**src/shared/dcs_pkg.sv**
```systemverilog
package dcs_pkg;
   // converter word and transfer sizes
   localparam int RESULT_W      = 12;
   localparam int FIFO_DEPTH    = 32;
   localparam int SYNC_STAGES   = 2;
   // conversion time, in picoseconds to keep the printed figure exact
   localparam int CONV_TIME_PS  = 406250;
   localparam int CLK_PERIOD_PS = 20000;
   // least time, so rounded up to whole cycles
   localparam int CONV_CYCLES   = (CONV_TIME_PS + CLK_PERIOD_PS - 1) / CLK_PERIOD_PS;
   localparam int CNT_W         = 6;
   localparam logic [CNT_W-1:0] CONV_CNT_LOAD = CNT_W'(CONV_CYCLES);
   localparam logic [CNT_W-1:0] LEN_DUAL      = CNT_W'(RESULT_W);
   localparam logic [CNT_W-1:0] LEN_SINGLE    = CNT_W'(2 * RESULT_W);
   localparam logic [CNT_W-1:0] CNT_ZERO      = 6'h00;
   localparam logic [CNT_W-1:0] CNT_ONE       = 6'h01;

   // one simultaneous result pair, converter a in the upper half
   typedef struct packed {
      logic [RESULT_W-1:0] a;
      logic [RESULT_W-1:0] b;
   } dcs_result_s;

   localparam int PAIR_W = 2 * RESULT_W;
   localparam logic [RESULT_W-1:0] WORD_ZERO = 12'h000;
   localparam dcs_result_s RESULT_ZERO = '{a: 12'h000, b: 12'h000};

   typedef enum logic [1:0] {
      ST_SAMPLE,
      ST_HOLD,
      ST_CONVERT,
      ST_STORE
   } dcs_state_e;
endpackage

```
**src/design/dcs_fifo.sv**
```systemverilog
`timescale 1ns/1ps
module dcs_fifo
   import dcs_pkg::*;
#(
   parameter int WIDTH = PAIR_W,
   parameter int DEPTH = FIFO_DEPTH
) (
   // clock and reset
   input  wire logic             clk_sys_in,
   input  wire logic             nrst_in,
   // filling side
   input  wire logic             in_valid_in,
   output logic                  in_ready_out,
   input  wire logic [WIDTH-1:0] in_data_in,
   // draining side
   output logic                  out_valid_out,
   input  wire logic             out_ready_in,
   output logic [WIDTH-1:0]      out_data_out
);
   localparam int AW = $clog2(DEPTH);

   logic [WIDTH-1:0] mem [DEPTH];
   logic [AW:0]      wr_ptr;
   logic [AW:0]      rd_ptr;

   // extra pointer bit tells full from empty
   wire do_push = in_valid_in && in_ready_out;
   wire do_pop  = out_valid_out && out_ready_in;
   assign in_ready_out  = !((wr_ptr[AW] != rd_ptr[AW]) && (wr_ptr[AW-1:0] == rd_ptr[AW-1:0]));
   assign out_valid_out = (wr_ptr != rd_ptr);
   assign out_data_out  = mem[rd_ptr[AW-1:0]];

   // storage has no reset, only the pointers do
   always_ff @(posedge clk_sys_in) begin
      if (do_push) begin
         mem[wr_ptr[AW-1:0]] <= in_data_in;
      end
   end

   // pointer update
   always_ff @(posedge clk_sys_in or negedge nrst_in) begin
      if (!nrst_in) begin
         wr_ptr <= '0;
         rd_ptr <= '0;
      end else begin
         wr_ptr <= wr_ptr + (AW+1)'(do_push);
         rd_ptr <= rd_ptr + (AW+1)'(do_pop);
      end
   end
endmodule

```
**src/design/dcs_converter_port.sv**
```systemverilog
`timescale 1ns/1ps
// Overview of operation
// - rising conversion start moves both holds from sampling to hold together
// - conversion begins on the fourth clock edge after the start edge, one edge after the hold
// - busy high while inputs held, low once conversion completes and the result is stored in the buffer
// - host pulses read to frame a transfer; it aligns serial out and in
// - read strobe ignored unless chip select is low
// - chip select low drives line a, and line b too when output select is high; high releases them
// - serial bits stable at falling clock edge; host samples on falling edge
// - output select high: a results on one line, b on other together
// - channel select pin picks which input channel feeds both converters
// - busy drops right after a rising clock edge
module dcs_converter_port
   import dcs_pkg::*;
(
   // clock and reset
   input  wire logic                clk_sys_in,
   input  wire logic                nrst_in,
   // device pins
   input  wire logic                conversion_start_in,
   input  wire logic                rd_in,
   input  wire logic                cs_n_in,
   input  wire logic                serial_in_in,
   input  wire logic                channel_select_pin_in,
   input  wire logic                output_select_pin_in,
   // sampled analog values, same clock domain
   input  wire logic [RESULT_W-1:0] sample_a0_in,
   input  wire logic [RESULT_W-1:0] sample_a1_in,
   input  wire logic [RESULT_W-1:0] sample_b0_in,
   input  wire logic [RESULT_W-1:0] sample_b1_in,
   // status and serial outputs
   output logic                     busy_out,
   output logic                     serial_out_conv_a_out,
   output logic                     serial_out_conv_a_oe_out,
   output logic                     serial_out_conv_b_out,
   output logic                     serial_out_conv_b_oe_out,
   // word received on the serial input
   output logic [RESULT_W-1:0]      serial_in_word_out,
   output logic                     serial_in_valid_out
);
   ////////////////////////////////////////////////////////////////////////////
   // pin synchronisers
   localparam int NPIN = 6;
   // idle level of each pin; chip select rests high so no false drive after reset
   localparam logic [NPIN-1:0] PIN_IDLE = 6'h08;
   logic [NPIN-1:0] pin_raw;
   logic [NPIN-1:0] pin_s1;
   logic [NPIN-1:0] pin_s2;
   logic            start_prev;
   logic            rd_prev;

   assign pin_raw = {conversion_start_in, rd_in, cs_n_in, serial_in_in,
                     channel_select_pin_in, output_select_pin_in};

   genvar gi;
   generate
      for (gi = 0; gi < NPIN; gi++) begin : g_sync
         // two stages per pin; only the second stage feeds logic
         always_ff @(posedge clk_sys_in or negedge nrst_in) begin
            if (!nrst_in) begin
               pin_s1[gi] <= PIN_IDLE[gi];
               pin_s2[gi] <= PIN_IDLE[gi];
            end else begin
               pin_s1[gi] <= pin_raw[gi];
               pin_s2[gi] <= pin_s1[gi];
            end
         end
      end
   endgenerate

   wire start_s = pin_s2[5];
   wire rd_s    = pin_s2[4];
   wire cs_n_s  = pin_s2[3];
   wire sin_s   = pin_s2[2];
   wire csel_s  = pin_s2[1];
   wire osel_s  = pin_s2[0];

   // edge detectors look only at the settled stage
   always_ff @(posedge clk_sys_in or negedge nrst_in) begin
      if (!nrst_in) begin
         start_prev <= 1'b0;
         rd_prev    <= 1'b0;
      end else begin
         start_prev <= start_s;
         rd_prev    <= rd_s;
      end
   end

   wire start_rise = start_s && !start_prev;
   wire rd_rise    = rd_s && !rd_prev;

   ////////////////////////////////////////////////////////////////////////////
   // conversion sequencer
   dcs_state_e       state;
   dcs_state_e       next_state;
   dcs_result_s      hold;
   logic [CNT_W-1:0] conv_cnt;
   logic             fifo_in_ready;

   // a start during a conversion is dropped, the held value is in use
   wire take_start = start_rise && (state == ST_SAMPLE);
   wire conv_done  = (state == ST_CONVERT) && (conv_cnt == CNT_ONE);
   wire store_ok   = (state == ST_STORE) && fifo_in_ready;
   wire [RESULT_W-1:0] pick_a = csel_s ? sample_a1_in : sample_a0_in;
   wire [RESULT_W-1:0] pick_b = csel_s ? sample_b1_in : sample_b0_in;

   always_comb begin
      next_state = state;
      case (state)
         ST_SAMPLE:  if (take_start) next_state = ST_HOLD;
         ST_HOLD:    next_state = ST_CONVERT;
         ST_CONVERT: if (conv_done) next_state = ST_STORE;
         ST_STORE:   if (store_ok) next_state = ST_SAMPLE;   // full buffer stalls here
         default:    next_state = ST_SAMPLE;
      endcase
   end

   // both halves latched in the same edge
   always_ff @(posedge clk_sys_in or negedge nrst_in) begin
      if (!nrst_in) begin
         state    <= ST_SAMPLE;
         hold     <= RESULT_ZERO;
         conv_cnt <= CNT_ZERO;
         busy_out <= 1'b0;
      end else begin
         state    <= next_state;
         if (take_start) hold <= '{a: pick_a, b: pick_b};
         conv_cnt <= (state == ST_HOLD) ? CONV_CNT_LOAD :
                     (conv_cnt != CNT_ZERO) ? conv_cnt - CNT_ONE : CNT_ZERO;
         busy_out <= (next_state != ST_SAMPLE);
      end
   end

   ////////////////////////////////////////////////////////////////////////////
   // result buffer
   logic        fifo_valid;
   dcs_result_s fifo_data;
   logic        xfer_start;

   dcs_fifo #(
      .WIDTH (PAIR_W),
      .DEPTH (FIFO_DEPTH)
   ) u_fifo (
      .clk_sys_in    (clk_sys_in),
      .nrst_in       (nrst_in),
      .in_valid_in   (state == ST_STORE),
      .in_ready_out  (fifo_in_ready),
      .in_data_in    (hold),
      .out_valid_out (fifo_valid),
      .out_ready_in  (xfer_start),
      .out_data_out  (fifo_data)
   );

   ////////////////////////////////////////////////////////////////////////////
   // serial transfer
   logic [PAIR_W-1:0]   shreg;
   logic [CNT_W-1:0]    bit_cnt;
   logic [RESULT_W-1:0] sin_shreg;

   // read only counts with chip select low and no transfer running
   assign xfer_start = rd_rise && !cs_n_s && (bit_cnt == CNT_ZERO);
   wire shifting     = (bit_cnt != CNT_ZERO);
   // one line carries both results back to back, so twice the length
   wire [CNT_W-1:0]  xfer_len = osel_s ? LEN_DUAL : LEN_SINGLE;
   wire [PAIR_W-1:0] load_val = fifo_valid ? fifo_data : RESULT_ZERO;
   wire              last_bit = (bit_cnt == CNT_ONE);

   always_ff @(posedge clk_sys_in or negedge nrst_in) begin
      if (!nrst_in) begin
         shreg   <= RESULT_ZERO;
         bit_cnt <= CNT_ZERO;
      end else if (xfer_start) begin
         shreg   <= load_val;
         bit_cnt <= xfer_len;
      end else if (shifting) begin
         shreg   <= {shreg[PAIR_W-2:0], 1'b0};
         bit_cnt <= bit_cnt - CNT_ONE;
      end
   end

   // lines change on rising edges only, so they sit still at the falling edge
   always_ff @(posedge clk_sys_in or negedge nrst_in) begin
      if (!nrst_in) begin
         serial_out_conv_a_out    <= 1'b0;
         serial_out_conv_b_out    <= 1'b0;
         serial_out_conv_a_oe_out <= 1'b0;
         serial_out_conv_b_oe_out <= 1'b0;
      end else begin
         serial_out_conv_a_out    <= shifting && shreg[PAIR_W-1];
         serial_out_conv_b_out    <= shifting && osel_s && shreg[RESULT_W-1];
         serial_out_conv_a_oe_out <= !cs_n_s;
         serial_out_conv_b_oe_out <= !cs_n_s && osel_s;
      end
   end

   // serial input shifts in step with the output bits
   always_ff @(posedge clk_sys_in or negedge nrst_in) begin
      if (!nrst_in) begin
         sin_shreg           <= WORD_ZERO;
         serial_in_word_out  <= WORD_ZERO;
         serial_in_valid_out <= 1'b0;
      end else begin
         if (shifting) sin_shreg <= {sin_shreg[RESULT_W-2:0], sin_s};
         if (last_bit) serial_in_word_out <= {sin_shreg[RESULT_W-2:0], sin_s};
         serial_in_valid_out <= last_bit;
      end
   end
endmodule

```
**config.mk**
```make
export PLATFORM = sky130hd
export DESIGN_NAME = dcs_converter_port
export DESIGN_NICKNAME = d
export VERILOG_FILES = /design/src/shared/dcs_pkg.sv /design/src/design/dcs_fifo.sv /design/src/design/dcs_converter_port.sv
export SDC_FILE = /design/constraint.sdc
export NUM_CORES = 1
export LEC_CHECK = 0
export BUFFER_PORTS_ARGS = -buffer_cell sky130_fd_sc_hd__buf_4
export CAP_MARGIN = 20
export CORE_ASPECT_RATIO = 0.75
export CORE_MARGIN = 2
export CORE_UTILIZATION = 59
export CTS_BUF_LIST = sky130_fd_sc_hd__clkbuf_2
export CTS_CLUSTER_DIAMETER = 80
export DETAILED_ROUTE_END_ITERATION = 16
export PLACE_DENSITY = 0.77
export SLEW_MARGIN = 20
export SYNTH_ARGS = -nofsm -noshare
export SYNTH_HDL_FRONTEND = slang
export SYNTH_HIERARCHICAL = 1
export SYNTH_SLANG_ARGS = --single-unit
```
**constraint.sdc**
```tcl
create_clock -name clk_sys_in -period 4.23 [get_ports clk_sys_in]
set_input_delay 0.846 -clock clk_sys_in [delete_from_list [all_inputs] [get_ports clk_sys_in]]
set_output_delay 0.846 -clock clk_sys_in [all_outputs]
set_load 0.02 [all_outputs]
```
==> impl_metrics.yaml <==
global_route:
  grt_pass1_wl_mm: 120.1
  grt_overflow: 0
  grt_max_degree: 67
  grtUsageTotal_pct: 27.37
  grt_pass1_vias: 19500
  antenna_found_initial: 2
die:
  fp-row-count: 76
  start_util_pct: 59.82
  io_pins: 74
  core-area_sq_mm: 0.05763
  dieArea_sq_mm: 0.06040
  die_x_um: 283.1
  die_h_um: 213.3
setup_path:
  cpPeakStageDelay_ns: 0.87
  endpoint_kind: "flip-flop"
  path_class: "flip-flop to flip-flop"
  cp_top_family: "compound AO/OA/AOI/OAI gates"
  crit_required_ns: 5.30
  crit_buf_inv: 1
  cp.arrival_ns: 4.38
  startpoint: "u_fifo/rd_ptr[0]$_DFF_PN0_"
  r2r-start: "u_fifo/rd_ptr[0]$_DFF_PN0_"
  cp_slowest_cell: "dfrtp_4"
  crit_fanout: 30
  crit_chain: "buf_12, mux4_2, a22o_1, a2111oi_2, a21oi_1, and2_1, mux2i_1, o21ai_0"
  critPathLaunchType: "flip-flop"
finish:
  areaGrowthSynthToFinish_pct: 12.02
  fin_nets: 2108
  num-fill-cells: 3713
  drive_gt1_share_pct: 33.39
power:
  swShare_pct: 30.73
  power_mw: 21.75
  p_seq_share_pct: 58.2
  combPwrFrac_pct: 18.3
  p_int_mw: 15.07
  p_switching_mw: 6.684
  powerDensity_mw_per_mm2: 563.3
  vdd_drop_max_uv: 619.3
  pwr-share-clk_pct: 23.5
  p_leak_nw: 12.90
route:
  wl_mm: 80.75
  antenna_left: 0
  vias_per_cell: 6.294
  drt_iter0_markers: 2435
  drcViolationCount: 0
  dr_total_vias: 18780
  routedWlPerCell_um: 27.07
  first_pass_iters: 5
sta:
  slew_headroom_pct: 24.12
  period_needed_ns: 3.310
  final_hold_viol_count: 0
  finalMaxSlewViolations: 0
  worst_pin_slew_ns: 1.136
  setup_tns_ns: 0
  max_freq_mhz: 302.1
  rsz0062_at_grt: "false"
  finClkSkew_ns: 0.08050
  setup_violations: 0
  period_share_pct: 78.26
synthesis:
  synthTopCellsByArea: "edfxtp_1 67%, mux4_2 9.3%, dfrtp_1 8.3%"
  synthArstFlopShare_pct: 13.22
  synth_most_common_cell: "edfxtp_1"
  synth_top_area_share_pct: 66.90
  synth_fp_nets: 1816
  synth_commonest_cells: "768 x edfxtp_1, 147 x mux2i_1, 142 x mux4_2"
  ys_types: 60
  syn_area_sq_mm: 0.03447
  yosysTopAreaCell: "edfxtp_1"
  synth_ff_type: "edfxtp_1"
  netlist_instances: 1751
  postSynthAreaPerCell_sq_um: 19.69
  ys_seq_area_share_pct: 75.40
  ys_ff_latch: 885
  synth_edf_count: 768
  yosys_warnings: 6
clock_tree:
  insertion_delay_ns: 1.25
  cts_setup_buffers: 0
  cts_made_buffers: 191
  tritoncts: "done"
  cts_sinks: 885
  h-tree-depth: 4
  cts_root_buffer: "clkbuf_2"
  clk_pin_slew_ns: 0.11
  cts_buffer_depth: 3
placed_design:
  dp_hpwl_mm: 44.46
  portBuffers: 73
  gp_congestion: 0.8163
hold_path:
  hold_path_class: "input pin to asynchronous set/reset pin"
run:
  cap_violations: 0
status:
  outcome: "finished clean"
-- state kept, by name, indices dropped and copies added (netlist names), 2 cells and up --
register,cells
u_fifo/rd_ptr,6
shreg,24
hold,24
serial_in_word_out,12
conv_cnt,6
bit_cnt,6
sin_shreg,11
u_fifo/wr_ptr,6
pin_s1,6
state,2
u_fifo/mem,768
-- layer usage --
| metal | global-route usage, % | share of wire [%] | vias to the layer above |
|---|---|---|---|
| li1 | - | - | 7847 |
| met1 | 37.95 | 39 | 9628 |
| met5 | 0 | 0 | - |
| met3 | 9.489 | 13 | 119 |
| met4 | 7.754 | 2.0 | 0 |
| met2 | 42.06 | 46 | 1181 |
-- timing repair --
item | in CTS | in global routing
endpoints found under the hold margin | 83 | 0
hold buffers | 55 | 0
resized for setup | 0 | 0
endpoints found under the setup margin | 0 | 0
-- kinds of logic after synthesis --
| family | Yosys count | synth area share, % |
|---|---|---|
| DFF | 885 | 75.40 |
| muxes | 314 | 14.47 |
| AOI/OAI and AO/OA | 260 | 5.321 |
| and+or+nand+nor | 147 | 2.236 |
| buffers and inverters | 119 | 1.815 |
| xor gates and xnor gates | 17 | 0.4319 |
| adders and majority gates | 9 | 0.3267 |
-- path summary, 6_finish.rpt --
path / end / slack (ns) / cells after the start
setup / recovery: shreg[14]$_DFFE_PN0P_ / 0.92 / 8
hold / removal: sin_shreg[5]$_DFFE_PN0N_ / 0.19 / 2
setup reg to reg: shreg[14]$_DFFE_PN0P_ / 0.92 / 8
hold reg to reg: cs_n_s$_DFF_PN1_ / 0.36 / 0
max in group asynchronous: shreg[20]$_DFFE_PN0P_ / 3.17 / 3
min in group clk_sys_in: pin_s1[2]$_DFF_PN0_ / 0.27 / 2
-- layout make-up --
class                   instances  area (sq um)  area share, %
clock inverters                44         209.0         0.5411
diodes                          5         12.51        0.03240
inverters                      11         41.29         0.1069
well taps                     780         975.9          2.527
multi-input cells             747          8034          20.80
flip-flops and latches        885         26030          67.41
repair buffers                207          1792          4.640
clock buffers                 304          1521          3.940
-- cell usage in the layout, fill, tap and decap left out, types with 25 or more instances in the layout --
cell type	Yosys	final
edfxtp_1	768	768
clkbuf_2	0	304
mux2i_1	147	147
buf_4	14	144
mux4_2	142	142
dfrtp_1	115	89
a21oi_1	78	78
dlygate4sd3_1	0	55
o21ai_0	45	45
nor2_1	44	35
clkinv_1	0	27
and2_1	25	25
-- per-stage QoR --
stage | utilization, % | instances | instance area, sq um | setup slack, ns | hold slack (ns)
floorplan | - | 1751 | 34470 | 0.7108 | 0.3312
global placement | 62.98 | 2575 | 36290 | 0.9739 | 0.3319
detailed placement | 62.98 | 2575 | 36290 | 0.9290 | 0.3364
CTS | 66.94 | 2978 | 38580 | 0.9043 | 0.09533
global route | 66.99 | 2979 | 38610 | 0.6830 | 0.1554
finish | 67.01 | 2983 | 38620 | 0.9197 | 0.1863
-- power by group through the flow --
stage / registers (mW) / clock network [mW] / logic [mW]
2_1_floorplan: 12.1 / 0 / 2.98
3_3_place_gp: 12.7 / 0 / 3.82
3_5_place_dp: 12.9 / 0 / 3.92
4_1_cts: 12.7 / 5.23 / 3.97
5_1_grt: 12.8 / 5.66 / 4.27
6_report: 12.7 / 5.11 / 3.98
Power figures use the tool's default switching activity.
